$ cat config.mk
export PLATFORM = sky130hd
export DESIGN_NAME = dbgp_port
export DESIGN_NICKNAME = d
export VERILOG_FILES = /design/src/dbgp_pkg.sv /design/src/dbgp_sync.sv /design/src/dbgp_port.sv
export VERILOG_INCLUDE_DIRS = /design/src /design/src/src
export SDC_FILE = /design/constraint.sdc
export NUM_CORES = 1
export LEC_CHECK = 0
export BUFFER_PORTS_ARGS = -buffer_cell sky130_fd_sc_hd__buf_2
export CAP_MARGIN = 0
export CORE_ASPECT_RATIO = 1.75
export CORE_MARGIN = 10
export CORE_UTILIZATION = 57
export DETAILED_ROUTE_END_ITERATION = 10
export GPL_TIMING_DRIVEN = 0
export PLACE_DENSITY = 0.93
export SYNTH_ARGS = -nofsm -noshare
export SYNTH_HDL_FRONTEND = slang
export SYNTH_SLANG_ARGS = --single-unit
$ cat constraint.sdc
create_clock -name i_sys_clk -period 4.7 [get_ports i_sys_clk]
set_input_delay 0.94 -clock i_sys_clk [delete_from_list [all_inputs] [get_ports i_sys_clk]]
set_output_delay 0.94 -clock i_sys_clk [all_outputs]
set_load 0.03 [all_outputs]
$ cat src/dbgp_defines.svh
// constants for the debug serial and trace port: status codes, idle levels, counts
// assumes inclusion by bare name from the package and the design modules
`ifndef DBGP_DEFINES_SVH
`define DBGP_DEFINES_SVH

// status nibble shown while the core is stopped
`define DBGP_HALT_STATUS 4'hF
// level of the serial output before the first shift
`define DBGP_SO_IDLE 1'b0
// default serial packet length in bits
`define DBGP_PKT_BITS 17
// nibbles in one captured 32-bit value
`define DBGP_CAP_NIBS 8
// reset level of a synchronised input
`define DBGP_SYNC_RST 1'b0

`endif

$ cat src/dbgp_pkg.sv
// types for the debug serial and trace port
// assumes the defines header sits in the include path
`default_nettype none
`include "dbgp_defines.svh"

package dbgp_pkg;

  // run control of the core as seen by the debug port
  typedef enum logic [1:0] {
    HS_RUN,
    HS_PEND,
    HS_HALTED
  } dbgp_halt_e;

  // source of the debug data nibbles
  typedef enum logic {
    DD_MANUAL_BREAK_REQ_N,
    DD_STREAM
  } dbgp_dd_e;

endpackage : dbgp_pkg

`default_nettype wire

$ cat src/dbgp_sync.sv
// three-flop synchroniser for one pin input
// assumes the pin is asynchronous to i_sys_clk; a new level is taken once
// the second and third flops agree
`timescale 1ns/1ns
`default_nettype none
`include "dbgp_defines.svh"

module dbgp_sync #(
  parameter logic RST_VAL = `DBGP_SYNC_RST
) (
  input wire logic i_sys_clk,
  input wire logic i_rst_b,
  input wire logic i_pin,
  output logic o_level
);

  logic s1_reg;
  logic s2_reg;
  logic s3_reg;
  logic lvl_reg;
  wire agree = (s2_reg == s3_reg);

  // ------------------------------------------------------------
  // capture chain
  // ------------------------------------------------------------
  // first flop feeds only the second, so metastability stays contained
  always_ff @(posedge i_sys_clk or negedge i_rst_b) begin
    if (!i_rst_b) begin
      s1_reg <= RST_VAL;
      s2_reg <= RST_VAL;
      s3_reg <= RST_VAL;
      lvl_reg <= RST_VAL;
    end else begin
      s1_reg <= i_pin;
      s2_reg <= s1_reg;
      s3_reg <= s2_reg;
      if (agree) begin
        lvl_reg <= s3_reg;
      end
    end
  end

  assign o_level = lvl_reg;

  sync_agree_a: assert property (
    @(posedge i_sys_clk) disable iff (!i_rst_b)
    (lvl_reg != $past(lvl_reg)) |-> ($past(s2_reg) == $past(s3_reg))
  ) else $error("synchronised level changed without two equal samples");

endmodule : dbgp_sync

`default_nettype wire

$ cat src/dbgp_port.sv
// debug serial command port, manual halt and trace outputs of the core
// assumes the host keeps its serial clock slow against i_sys_clk and captures
// the trace nibbles on the rising edge of o_status_clk_out
`timescale 1ns/1ns
`default_nettype none
`include "dbgp_defines.svh"

// Notes on behaviour
// - serial clock valid after two equal samples
// - serial rise samples input, advances output
// - serial output driven only from register
// - break request halts after current instruction
// - halted core shows status 0xF
// - status clock mid-window of trace outputs
// - status follows pipeline every cycle unless halted
// - debug data refreshed every cycle
// - breakpoint status default, captures when enabled
// - write-debug-data operand shown on data bus
// - all signals one-way, rising-edge related
module dbgp_port #(
  parameter int PKT_W = `DBGP_PKT_BITS
) (
  input wire logic i_sys_clk,
  input wire logic i_rst_b,
  input wire logic i_dbg_serial_clk,
  input wire logic i_dbg_serial_in,
  input wire logic i_manual_break_req_n,
  input wire logic i_instr_done,
  input wire logic i_resume,
  input wire logic [3:0] i_pipe_status,
  input wire logic [3:0] i_manual_break_req_n_status,
  input wire logic i_capture_en,
  input wire logic i_capture_valid,
  input wire logic [31:0] i_capture_data,
  input wire logic i_write_debug_data_instr_exec,
  input wire logic [31:0] i_write_debug_data_instr_operand,
  input wire logic i_tx_load,
  input wire logic [PKT_W-1:0] i_tx_word,
  output logic [PKT_W-1:0] o_rx_word,
  output logic o_rx_valid,
  output logic o_dbg_serial_out,
  output logic o_halted,
  output logic o_status_clk_out,
  output logic [3:0] o_proc_status_bus,
  output logic [3:0] o_dbg_data_bus
);

  // ------------------------------------------------------------
  // pin synchronisers
  // ------------------------------------------------------------
  logic sclk_lvl;
  logic din_lvl;
  logic brk_n_lvl;

  dbgp_sync #(.RST_VAL(1'b0)) u_sync_clk (
    .i_sys_clk(i_sys_clk),
    .i_rst_b(i_rst_b),
    .i_pin(i_dbg_serial_clk),
    .o_level(sclk_lvl)
  );

  dbgp_sync #(.RST_VAL(1'b0)) u_sync_din (
    .i_sys_clk(i_sys_clk),
    .i_rst_b(i_rst_b),
    .i_pin(i_dbg_serial_in),
    .o_level(din_lvl)
  );

  // break request idles high, so its chain resets high to avoid a false halt
  dbgp_sync #(.RST_VAL(1'b1)) u_sync_brk (
    .i_sys_clk(i_sys_clk),
    .i_rst_b(i_rst_b),
    .i_pin(i_manual_break_req_n),
    .o_level(brk_n_lvl)
  );

  // ------------------------------------------------------------
  // serial shifter
  // ------------------------------------------------------------
  localparam int CNT_W = $clog2(PKT_W + 1);
  localparam logic [CNT_W-1:0] LAST_BIT = CNT_W'(PKT_W - 1);

  logic sclk_prev_reg;
  logic [PKT_W-1:0] rx_shift_reg;
  logic [PKT_W-1:0] rx_word_reg;
  logic rx_valid_reg;
  logic [CNT_W-1:0] bit_cnt_reg;
  logic [PKT_W-1:0] tx_shift_reg;
  logic so_reg;

  // edge found on the validated level, never on the raw pin
  wire ser_rise = sclk_lvl & ~sclk_prev_reg;
  wire pkt_end = ser_rise & (bit_cnt_reg == LAST_BIT);
  wire [PKT_W-1:0] rx_shift_next = {rx_shift_reg[PKT_W-2:0], din_lvl};
  wire [CNT_W-1:0] bit_cnt_next = pkt_end ? '0 : bit_cnt_reg + CNT_W'(1);

  // receive side: one bit per validated rising edge
  always_ff @(posedge i_sys_clk or negedge i_rst_b) begin
    if (!i_rst_b) begin
      sclk_prev_reg <= 1'b0;
      rx_shift_reg <= '0;
      rx_word_reg <= '0;
      rx_valid_reg <= 1'b0;
      bit_cnt_reg <= '0;
    end else begin
      sclk_prev_reg <= sclk_lvl;
      rx_valid_reg <= pkt_end;
      if (ser_rise) begin
        rx_shift_reg <= rx_shift_next;
        bit_cnt_reg <= bit_cnt_next;
      end
      if (pkt_end) begin
        rx_word_reg <= rx_shift_next;
      end
    end
  end

  // transmit side: a load is taken at once unless a serial rise comes in the same cycle, the msb goes first
  always_ff @(posedge i_sys_clk or negedge i_rst_b) begin
    if (!i_rst_b) begin
      tx_shift_reg <= '0;
      so_reg <= `DBGP_SO_IDLE;
    end else if (ser_rise) begin
      so_reg <= tx_shift_reg[PKT_W-1];
      tx_shift_reg <= {tx_shift_reg[PKT_W-2:0], 1'b0};
    end else if (i_tx_load) begin
      tx_shift_reg <= i_tx_word;
    end
  end

  assign o_rx_word = rx_word_reg;
  assign o_rx_valid = rx_valid_reg;
  assign o_dbg_serial_out = so_reg;

  // ------------------------------------------------------------
  // manual halt
  // ------------------------------------------------------------
  dbgp_pkg::dbgp_halt_e hs_reg;
  dbgp_pkg::dbgp_halt_e hs_next;

  // request is a level; it is remembered until the running instruction ends
  always_comb begin
    hs_next = hs_reg;
    case (hs_reg)
      dbgp_pkg::HS_RUN: begin
        if (!brk_n_lvl) begin
          hs_next = i_instr_done ? dbgp_pkg::HS_HALTED : dbgp_pkg::HS_PEND;
        end
      end
      dbgp_pkg::HS_PEND: begin
        if (i_instr_done) begin
          hs_next = dbgp_pkg::HS_HALTED;
        end
      end
      dbgp_pkg::HS_HALTED: begin
        if (i_resume && brk_n_lvl) begin
          hs_next = dbgp_pkg::HS_RUN;
        end
      end
      default: hs_next = dbgp_pkg::HS_RUN;
    endcase
  end

  always_ff @(posedge i_sys_clk or negedge i_rst_b) begin
    if (!i_rst_b) begin
      hs_reg <= dbgp_pkg::HS_RUN;
    end else begin
      hs_reg <= hs_next;
    end
  end

  assign o_halted = (hs_reg == dbgp_pkg::HS_HALTED);

  // ------------------------------------------------------------
  // trace outputs
  // ------------------------------------------------------------
  localparam logic [3:0] NIB_LAST = 4'(`DBGP_CAP_NIBS - 1);

  logic [3:0] pst_reg;
  logic [3:0] dd_reg;
  logic [31:0] cap_reg;
  logic [3:0] nib_cnt_reg;
  dbgp_pkg::dbgp_dd_e dd_src_reg;

  // write-debug-data always captures; bus capture only when enabled
  wire cap_load = i_write_debug_data_instr_exec | (i_capture_en & i_capture_valid);
  wire [31:0] cap_in = i_write_debug_data_instr_exec ? i_write_debug_data_instr_operand : i_capture_data;
  wire stream_end = (dd_src_reg == dbgp_pkg::DD_STREAM) & (nib_cnt_reg == NIB_LAST);
  wire [3:0] pst_next = o_halted ? `DBGP_HALT_STATUS : i_pipe_status;
  wire [3:0] dd_next = (dd_src_reg == dbgp_pkg::DD_STREAM) ? cap_reg[3:0] : i_manual_break_req_n_status;

  // both nibble buses are refreshed on every core clock edge
  always_ff @(posedge i_sys_clk or negedge i_rst_b) begin
    if (!i_rst_b) begin
      pst_reg <= '0;
      dd_reg <= '0;
    end else begin
      pst_reg <= pst_next;
      dd_reg <= dd_next;
    end
  end

  // capture buffer, shown low nibble first; a new capture restarts it
  always_ff @(posedge i_sys_clk or negedge i_rst_b) begin
    if (!i_rst_b) begin
      cap_reg <= '0;
      nib_cnt_reg <= '0;
      dd_src_reg <= dbgp_pkg::DD_MANUAL_BREAK_REQ_N;
    end else if (cap_load) begin
      cap_reg <= cap_in;
      nib_cnt_reg <= '0;
      dd_src_reg <= dbgp_pkg::DD_STREAM;
    end else if (dd_src_reg == dbgp_pkg::DD_STREAM) begin
      cap_reg <= {4'h0, cap_reg[31:4]};
      nib_cnt_reg <= nib_cnt_reg + 4'h1;
      if (stream_end) begin
        dd_src_reg <= dbgp_pkg::DD_MANUAL_BREAK_REQ_N;
      end
    end
  end

  assign o_proc_status_bus = pst_reg;
  assign o_dbg_data_bus = dd_reg;
  // inverted core clock: its rise sits half a period after the data edge,
  // mid-window; trade-off is a clock path out through logic, no flop
  assign o_status_clk_out = ~i_sys_clk;

  // ------------------------------------------------------------
  // checks
  // ------------------------------------------------------------
  halt_status_a: assert property (
    @(posedge i_sys_clk) disable iff (!i_rst_b)
    (hs_reg == dbgp_pkg::HS_HALTED) |=> (o_proc_status_bus == 4'hF)
  ) else $error("halted core not showing status F");

  pipe_follow_a: assert property (
    @(posedge i_sys_clk) disable iff (!i_rst_b)
    (hs_reg != dbgp_pkg::HS_HALTED) |=> (o_proc_status_bus == $past(i_pipe_status))
  ) else $error("status bus not following pipeline");

  halt_wait_a: assert property (
    @(posedge i_sys_clk) disable iff (!i_rst_b)
    (hs_reg == dbgp_pkg::HS_PEND && !i_instr_done) |=> (hs_reg == dbgp_pkg::HS_PEND)
  ) else $error("halt taken before instruction finished");

  halt_entry_a: assert property (
    @(posedge i_sys_clk) disable iff (!i_rst_b)
    (!brk_n_lvl && hs_reg != dbgp_pkg::HS_HALTED && i_instr_done) |=> o_halted ##1 (o_proc_status_bus == 4'hF)
  ) else $error("halt not entered at instruction end");

  so_hold_a: assert property (
    @(posedge i_sys_clk) disable iff (!i_rst_b)
    !ser_rise |=> (o_dbg_serial_out == $past(o_dbg_serial_out))
  ) else $error("serial output moved without serial clock edge");

  rx_sample_a: assert property (
    @(posedge i_sys_clk) disable iff (!i_rst_b)
    ser_rise |=> (rx_shift_reg[0] == $past(din_lvl)) && (o_dbg_serial_out == $past(tx_shift_reg[PKT_W-1]))
  ) else $error("serial edge did not sample and shift");

  dd_default_a: assert property (
    @(posedge i_sys_clk) disable iff (!i_rst_b)
    (dd_src_reg == dbgp_pkg::DD_MANUAL_BREAK_REQ_N) |=> (o_dbg_data_bus == $past(i_manual_break_req_n_status))
  ) else $error("debug data not showing breakpoint status");

  wdd_show_a: assert property (
    @(posedge i_sys_clk) disable iff (!i_rst_b)
    i_write_debug_data_instr_exec |-> ##2 (o_dbg_data_bus == $past(i_write_debug_data_instr_operand[3:0], 2))
  ) else $error("write-debug-data operand not shown");

endmodule : dbgp_port

`default_nettype wire

==> results.toml, run 1 <==
[timing]
skew_ns = 0.00769
setup-violations-final = 0
fin_ws_ns = 0.795
rsz0062_at_grt = "no"
slew_headroom_pct = 63.8
finalHoldViolations = 0
tightest_slew_ns = 0.543
tns_ns = 0
slew_violations = 0

[floorplanning]
dieArea_mm2 = 0.0133
die_w_um = 91.6
rows = 45
io_pins = 129
core_mm2 = 0.00873
dieHeight_um = 145
start_util_pct = 58.6

[clock_network]
tritoncts = "built"
post_cts_buffers = 0
cts.clk_slew.worst_paths_ns = 0.05
postCtsResizedCells = 0
clockRootBuffer = "clkbuf_16"
h-tree-depth = 4
ctsHoldBuffers = 0
cts.path.max_buffers = 2
cts_buffers = 17
clock_latency_ns = 0.41

[cells_and_area]
largest_reg_flops = 32
fillCellCount = 534
layout-drive-gt1-share_pct = 38.0
multi_input_area_mm2 = 0.00202
nets = 664
syn2layout_area_growth_pct = 27.9
fin_util_pct = 74.9
fin_area_mm2 = 0.00654
seq_area_mm2 = 0.00293

[setup_path]
cpMaxStageDelayCell = "clkbuf_16"
cp.required_ns = 3.76
crit_family = "buffers and inverters"
setup.worst_path.start_class = "clock port"
worstPathArrival_ns = 2.97
path_buf_inv = 4
path_cells = "clkbuf_16, clkbuf_16, inv_1, buf_2"
cp_max_fo = 16
cp_common_cell = "clkbuf_16"
worstSetupEndpointType = "output pin"
cp_slowest_stage_delay_ns = 0.20
crit_type = "clock port to output pin"

[global_routing]
grt_pass1_wl_mm = 19.9
grt_max_degree = 78
overflow = 0
gr-usage-all-layers_pct = 18.5
antenna_found_initial = 3
grt_pass1_vias = 4255

[power]
irDropWorstVdd_mv = 0.357
p_per_area_mw_per_mm2 = 467
power_w = 0.00305
power.leakage_nw = 3.33

[logic_synthesis]
netlist_instances = 414
synth-xor-area-share_pct = 0.856
ys_ff_latch = 117
synth_edf_count = 0
yosys.area.top_type_share_pct = 55.3
synth_top_family_by_area = "multiplexers"
yosys.area.top_type = "dfrtp_1"
synthAdderAreaFrac_pct = 1.32
syn_nets = 517
yosysWarnings = 0
synthTopCellsByArea = "dfrtp_1 (55%), mux2i_1 (10%), mux2_2 (6.6%), nor2b_1 (4.0%), a211oi_1 (4.0%)"
ys_types = 30
muxShareOfSynthArea_pct = 19.4
ys.flop_type = "dfrtp_1"
synthSimpleGateAreaFrac_pct = 8.59
synth_compound_area_share_pct = 9.40
synth_area_per_cell_um2 = 12.4
synth_area_mm2 = 0.00511
synth-async-reset-ratio_pct = 100
ys_seq_area_share_pct = 57.4

[job]
drv_cap = 0

[routing]
dr.pass1.iters = 5
routedWlPerCell_um = 17.3
routed_wl_mm = 12.0
drc_errors = 0
vias_per_cell = 5.39
drt_iter0_drc = 118
via_count = 3733
final_antenna_net_count = 0

[placed_design]
portBuffers = 127
pre_cts_ws_ns = 1.21
place_hpwl_mm = 8.94
place_area_mm2 = 0.00593
gp_congestion = 0.799

[min_path]
hp-class = "register to register"

[outcome]
status = "completed"
-- cells in the final DEF, fill, tap and decap left out, types with 2 or more instances in the layout --
master | synthesis | layout
xnor2_1 | 2 | 2
nor2b_1 | 33 | 33
nand4_1 | 2 | 2
o21ai_0 | 24 | 24
bufinv_16 | 0 | 3
buf_2 | 13 | 139
xor2_1 | 3 | 3
a21oi_1 | 28 | 28
diode_2 | 0 | 2
mux2i_1 | 52 | 52
a211oi_1 | 27 | 27
clkbuf_8 | 0 | 2
nand2_1 | 27 | 27
clkinv_2 | 0 | 3
mux2_4 | 9 | 9
dfrtp_1 | 113 | 113
clkbuf_1 | 9 | 10
buf_1 | 2 | 2
inv_1 | 5 | 5
clkbuf_16 | 0 | 17
mux2_2 | 30 | 30
clkinv_4 | 0 | 2
nor2_1 | 8 | 8
ha_1 | 3 | 3
clkinvlp_4 | 0 | 4
maj3_1 | 3 | 3
dfstp_2 | 4 | 4
nand2b_1 | 8 | 8
-- worst paths after layout --
kind | to | depth (start not counted) | slack, ns | start
worst max-delay path | o_status_clk_out | 4 | 0.79 | i_sys_clk
worst min-delay path | u_sync_din.s2_reg | 0 | 0.35 | u_sync_din.s1_reg
worst max register to register | o_rx_word[7] | 7 | 2.94 | bit_cnt_reg[0]
worst min register to register | u_sync_din.s2_reg | 0 | 0.35 | u_sync_din.s1_reg
max in group asynchronous | nib_cnt_reg[2] | 2 | 3.45 | i_rst_b
min in group asynchronous | tx_shift_reg[9] | 1 | 0.52 | i_rst_b
-- cell families after synthesis --
family	after synthesis
compound gates	81
xor+xnor	5
fa+ha+maj	6
buf+inv	31
flops	117
mux	91
simple gates	83
-- synthesized netlist by cell type (2+ instances only) --
library cell,number
nand2b_1,8
a21oi_1,28
nand4_1,2
clkbuf_1,9
xnor2_1,2
mux2_2,30
buf_2,13
maj3_1,3
inv_1,5
dfstp_2,4
mux2_4,9
nand2_1,27
xor2_1,3
dfrtp_1,113
nor2_1,8
mux2i_1,52
ha_1,3
nor2b_1,33
a211oi_1,27
o21ai_0,24
buf_1,2
-- routing by layer --
layer | vias to the layer above | track usage (%) | wire length (um)
li1 | 1762 | - | -
met1 | 1795 | 18.6 | 4530
met2 | 147 | 32.7 | 6400
met3 | 27 | 7.07 | 827
met4 | 2 | 7.87 | 253
met5 | - | 0 | 12
-- layout make-up --
class / instances / share of cell area [%]
flip-flops and latches: 117 / 44.8
well taps: 117 / 2.24
clock inverters: 13 / 2.39
repair buffers: 127 / 10.1
plain buffers: 26 / 2.10
inverters: 4 / 0.230
clock buffers: 21 / 7.06
diodes: 2 / 0.0765
multi-input cells: 266 / 31.0
-- through the flow --
stage / std cells / hold WS, ns
global placement: 658 / 0.333
finish: 693 / 0.345
CTS: 691 / 0.346
floorplan: 414 / 0.331
detailed placement: 659 / 0.335
global route: 691 / 0.350
-- report_power, final --
part / switching (W) / leakage, nW / internal [W] / total [W]
clock: 0.000481 / 0.297 / 0.000866 / 0.00135
combinational: 0.000215 / 1.60 / 0.000197 / 0.000412
sequential: 0.000116 / 1.43 / 0.00118 / 0.00129
No activity file was read; power rests on OpenSTA's default activity.
==> run 2: changes to the inputs <==
- ABC_AREA: unset -> 1
- CORE_UTILIZATION: 57 -> 53
- PLACE_DENSITY: 0.93 -> 0.87
- clock period: 4.7 -> 4 ns (I/O delays scaled with it)
==> run 2 against run 1 <==
Against the previous run: area after synthesis grew 1.5%; cell area grew 0.63%; clock skew grew 0.0012 ns; largest power group is now sequential cells; critical endpoint unchanged; sequential power grew 17%; final cell count grew 29%.
==> results.toml, run 2 <==
[min_path]
hp-class = "register to register"

[power]
irDropWorstVdd_mv = 0.355
intPower_w = 0.00254
p_clk_share_pct = 42.3
p_comb_share_pct = 15.2
power.leakage_nw = 3.56
p_per_area_mw_per_mm2 = 539
sw_frac_of_total_pct = 28.3
sequentialPowerShare_pct = 42.5
netSwitchingPower_w = 0.00100

[cells_and_area]
seq_area_mm2 = 0.00293
fin_util_pct = 69.1
fillCellCount = 725
final_common_cell = "nand2_1"
layout-drive-gt1-share_pct = 26.3
largest_reg_flops = 32
final_cell_count_no_fill = 894
layout_common_cells = "nand2_1 (281), buf_2 (143), dfrtp_1 (113), nand3_1 (83), inv_1 (19)"
antenna_cells = 0
multi_input_area_mm2 = 0.00195
syn2layout_area_growth_pct = 26.8
nets = 862

[logic_synthesis]
synth.cells.most_frequent = "nand2_1 (281), dfrtp_1 (113), nand3_1 (83), inv_1 (19), buf_2 (18)"
synth_area_per_cell_um2 = 8.47
ys.flop_type = "dfrtp_1"
yosysWarnings = 0
ys_seq_area_share_pct = 56.5
ys_types = 30
post-synth-top-count-cell = "nand2_1"
ys_ff_latch = 117
synthTopCellsByArea = "dfrtp_1 (54%), nand2_1 (20%), nand3_1 (8.0%), o211ai_1 (2.2%), dfstp_2 (2.0%)"
yosys.area.top_type_share_pct = 54.5
netlist_instances = 613
yosys.area.top_type = "dfrtp_1"
syn_nets = 716
synth-async-reset-ratio_pct = 100
synth_area_mm2 = 0.00519
synth_edf_count = 0

[clock_network]
cts.clk_slew.worst_paths_ns = 0.05
tritoncts = "built"
ctsHoldBuffers = 0
h-tree-depth = 4
clockRootBuffer = "clkbuf_16"
post_cts_buffers = 0
cts.path.max_buffers = 2
postCtsResizedCells = 0
clock_latency_ns = 0.41
cts_buffers = 17

[routing]
via_count = 4632
drt_iter0_drc = 210
vias_per_cell = 5.18
dr.pass1.iters = 7
drc_errors = 0
final_antenna_net_count = 0
routed_wl_mm = 13.1
routedWlPerCell_um = 14.6

[placed_design]
place_hpwl_mm = 9.62
gp_congestion = 0.863
dp_cells = 862
pre_cts_ws_ns = 0.999
portBuffers = 126

[global_routing]
overflow = 0
grt_pass1_vias = 4895
antenna_found_initial = 0
gr-usage-all-layers_pct = 18.8
grt_pass1_wl_mm = 21.8
grt_max_degree = 60

[setup_path]
crit_family = "buffers and inverters"
cpMaxStageDelayCell = "clkbuf_16"
worstSetupEndpointType = "output pin"
cp.required_ns = 3.20
crit_type = "clock port to output pin"
path_cells = "clkbuf_16, clkbuf_16, inv_1, buf_2"
path_buf_inv = 4
cp_common_cell = "clkbuf_16"
cp_max_fo = 16
setup.worst_path.start_class = "clock port"
worstPathArrival_ns = 2.61
cp_slowest_stage_delay_ns = 0.20

[timing]
skew_ns = 0.00886
slew_headroom_pct = 50.0
rsz0062_at_grt = "no"
fin_ws_ns = 0.592
finalHoldViolations = 0
slew_violations = 0
tns_ns = 0
setup-violations-final = 0
tightest_slew_ns = 0.749

[floorplanning]
start_util_pct = 54.5
dieArea_mm2 = 0.0143
die_w_um = 94.8
core_mm2 = 0.00953
dieHeight_um = 151
rows = 47
io_pins = 129

[outcome]
status = "completed"

[job]
drv_cap = 0
run 2: cell types whose count changed after synthesis, moves of 14 or more:
| cell | before | now |
|---|---|---|
| nand2_1 | 27 | 281 |
| nand3_1 | 0 | 83 |
| mux2i_1 | 52 | 0 |
| nor2b_1 | 33 | 0 |
| mux2_2 | 30 | 0 |
| a211oi_1 | 27 | 0 |
| a21oi_1 | 28 | 9 |
| o21ai_0 | 24 | 7 |
| o211ai_1 | 0 | 15 |
| inv_1 | 5 | 19 |
run 2: kinds of logic (layout without fill, tap and decap cells):
logic type | after synthesis | in the layout | synth area share (%)
compound gates | 36 | 36 | 4.39
fa+ha+maj | 6 | 6 | 1.30
buf+inv | 57 | 216 | 5.91
flops | 117 | 117 | 56.5
simple gates | 397 | 397 | 31.9
run 2: stage by stage:
step                cell area [um^2]  hold slack, ns  total power (W)
CTS                             6580           0.347          0.00357
detailed placement              6000           0.337          0.00209
finish                          6580           0.345          0.00355
global placement                5970           0.333          0.00204
global route                    6580           0.366          0.00371
floorplan                       5190           0.331          0.00186
run 2: worst register-to-register path, delay by kind of cell, from the launching register on:
| family | cells | cell delay, ns |
|---|---|---|
| DFF | 1 | 0.42 |
| and+or+nand+nor | 5 | 0.33 |
| buffers and inverters | 3 | 0.43 |
| adders and majority gates | 1 | 0.20 |
run 2: worst paths after layout:
kind | slack [ns] | start | depth (start not counted) | end
setup / recovery | 0.59 | i_sys_clk | 4 | o_status_clk_out
hold / removal | 0.34 | u_sync_clk.s1_reg | 0 | u_sync_clk.s2_reg
setup reg to reg | 2.51 | bit_cnt_reg[0] | 9 | o_rx_word[7]
hold reg to reg | 0.34 | u_sync_clk.s1_reg | 0 | u_sync_clk.s2_reg
max in group asynchronous | 2.79 | i_rst_b | 2 | cap_reg[5]
min in group asynchronous | 0.45 | i_rst_b | 1 | tx_shift_reg[6]
run 2: cell type report:
class / count / area share (%)
plain buffers: 32 / 3.14
clock buffers: 24 / 7.34
clock inverters: 10 / 1.58
inverters: 24 / 1.46
multi-input cells: 439 / 29.6
flip-flops and latches: 117 / 44.6
well taps: 122 / 2.32
repair buffers: 126 / 9.96
run 2: routing by layer:
metal	wire (um)	global-route usage (%)	vias to the layer above
li1	-	-	2254
met1	5010	20.7	2172
met2	6980	32.9	178
met3	783	5.20	28
met4	302	8.27	0
met5	0	0	-
run 2: power by group through the flow:
stage / Combinational (W) / Sequential, W / Clock (W)
after global placement: 0.000504 / 0.00150 / 0.0000346
after CTS: 0.000544 / 0.00150 / 0.00152
after detailed placement: 0.000536 / 0.00152 / 0.0000346
after global routing: 0.000605 / 0.00153 / 0.00158
final: 0.000537 / 0.00151 / 0.00150
after floorplan: 0.000294 / 0.00154 / 0.0000260
==> run 3: changes to the inputs <==
- REMOVE_ABC_BUFFERS: unset -> 1
==> run 3 against run 2 <==
Against the previous run: critical path depth did not move; global-route usage decreased by 1.2 points; largest power group unchanged; die area stayed put; register-to-register slack worse by 0.69 ns; cell area down 2.7%; utilization is 1.9 points lower; clock skew down 0.0027 ns; final cell count shrank 3.2%; worst hold slack improved by 0.0037 ns; count of clock-buffer cells in the layout is 1 lower; combinational power down 4.1%; first-iteration DRC count down 40%.
==> results.toml, run 3 (synthesis gave the netlist of run 2 again) <==
[global_routing]
grt_max_degree = 70
grt_pass1_vias = 4760
gr-usage-all-layers_pct = 17.6
overflow = 0
grt_pass1_wl_mm = 20.5
antenna_found_initial = 0

[routing]
routedWlPerCell_um = 13.8
vias_per_cell = 5.20
routed_wl_mm = 12.0
final_antenna_net_count = 0
dr.pass1.iters = 4
via_count = 4501
drt_iter0_drc = 127
drc_errors = 0

[cells_and_area]
layout-drive-gt1-share_pct = 24.2
largest_reg_flops = 32
fillCellCount = 748
syn2layout_area_growth_pct = 23.3
final_common_cell = "nand2_1"
layout_common_cells = "nand2_1 (281), buf_2 (127), dfrtp_1 (113), nand3_1 (83), inv_1 (19)"
nets = 833
final_cell_count_no_fill = 865
antenna_cells = 0
seq_area_mm2 = 0.00293
multi_input_area_mm2 = 0.00195

[power]
power.leakage_nw = 3.45
p_comb_share_pct = 14.7
sequentialPowerShare_pct = 42.7
p_per_area_mw_per_mm2 = 548
intPower_w = 0.00253
sw_frac_of_total_pct = 27.9
p_clk_share_pct = 42.6
irDropWorstVdd_mv = 0.347
netSwitchingPower_w = 0.000980

[placed_design]
gp_congestion = 0.815
place_hpwl_mm = 8.60
portBuffers = 128
dp_cells = 833

[timing]
tns_ns = 0
rsz0062_at_grt = "no"
slew_headroom_pct = 10.2
tightest_slew_ns = 1.35
finalHoldViolations = 0
slew_violations = 0
setup-violations-final = 0
skew_ns = 0.00615

[clock_network]
post_cts_buffers = 0
cts.clk_slew.worst_paths_ns = 0.05
tritoncts = "built"
clock_latency_ns = 0.40
ctsHoldBuffers = 0
clockRootBuffer = "clkbuf_16"
cts_buffers = 17
h-tree-depth = 4
cts.path.max_buffers = 2
postCtsResizedCells = 0

[setup_path]
r2r_end = "o_rx_word[11]"
reg2reg_from = "u_sync_clk.o_level"
setup.worst_path.start_class = "clock port"
cp.required_ns = 3.20
worstSetupEndpointType = "output pin"
ff2ff_path_depth = 6
rrSetupSlack_ns = 1.82
crit_type = "clock port to output pin"
cp_max_fo = 16
crit_start = "i_sys_clk"
worstPathArrival_ns = 2.61

[job]
drv_cap = 0

[floorplanning]
dieArea_mm2 = 0.0143
io_pins = 129
core_mm2 = 0.00953
die_w_um = 94.8
start_util_pct = 54.5
dieHeight_um = 151
rows = 47

[min_path]
worstHoldStart = "u_sync_din.s1_reg"
holdPathStages = 0
hold_end = "u_sync_din.s2_reg"
hp-class = "register to register"

[outcome]
status = "completed"
run 3: cell count changes in the layout (fill, tap and decap cells not counted), sizes merged:
cell / previous run / this run
buf: 155 / 130
clkbuf: 27 / 22
clkinv: 7 / 8
run 3: layout make-up:
class	instances	area share [%]
Inverter	24	1.51
Clock buffer	23	7.49
Clock inverter	11	1.66
Tap cell	122	2.38
Sequential cell	117	45.8
Timing Repair Buffer	129	10.6
Multi-Input combinational cell	439	30.5
run 3: power by group through the flow:
stage | clock, W | combinational (W) | sequential, W
2_1_floorplan | 0.0000260 | 0.000274 | 0.00154
3_3_place_gp | 0.0000346 | 0.000482 | 0.00150
3_5_place_dp | 0.0000346 | 0.000518 | 0.00151
4_1_cts | 0.00152 | 0.000523 | 0.00150
5_1_grt | 0.00158 | 0.000584 | 0.00152
6_report | 0.00149 | 0.000515 | 0.00150
run 3: worst max-delay path by stage:
stage,endpoint,cells past startpoint
floorplan,o_status_clk_out,1
global placement,cap_reg[16],1
detailed placement,o_status_clk_out,2
CTS,o_status_clk_out,4
global route,o_status_clk_out,4
finish,o_status_clk_out,4
run 3: per-layer routing:
metal,vias to the layer above,global-route usage [%],share of wire [%]
met5,-,0,0
met4,0,6.02,1.7
met3,26,6.24,6.8
met2,166,30.8,53
met1,2122,19.1,39
li1,2187,-,-
run 3: critical path, stage by stage:
cell,delay (ns)
clkbuf_16,0.20
clkbuf_16,0.18
inv_1,0.04
buf_2,0.18
run 3: through the flow:
step	utilization (%)	setup WS (ns)	hold WS (ns)	power (W)	instance area (um^2)
floorplan	-	1.02	0.331	0.00184	4980
detailed placement	61.1	0.999	0.338	0.00207	5820
finish	67.2	0.591	0.348	0.00351	6400
global placement	60.6	0.842	0.334	0.00202	5780
CTS	67.2	0.568	0.354	0.00354	6400
global route	67.2	0.558	0.358	0.00369	6400
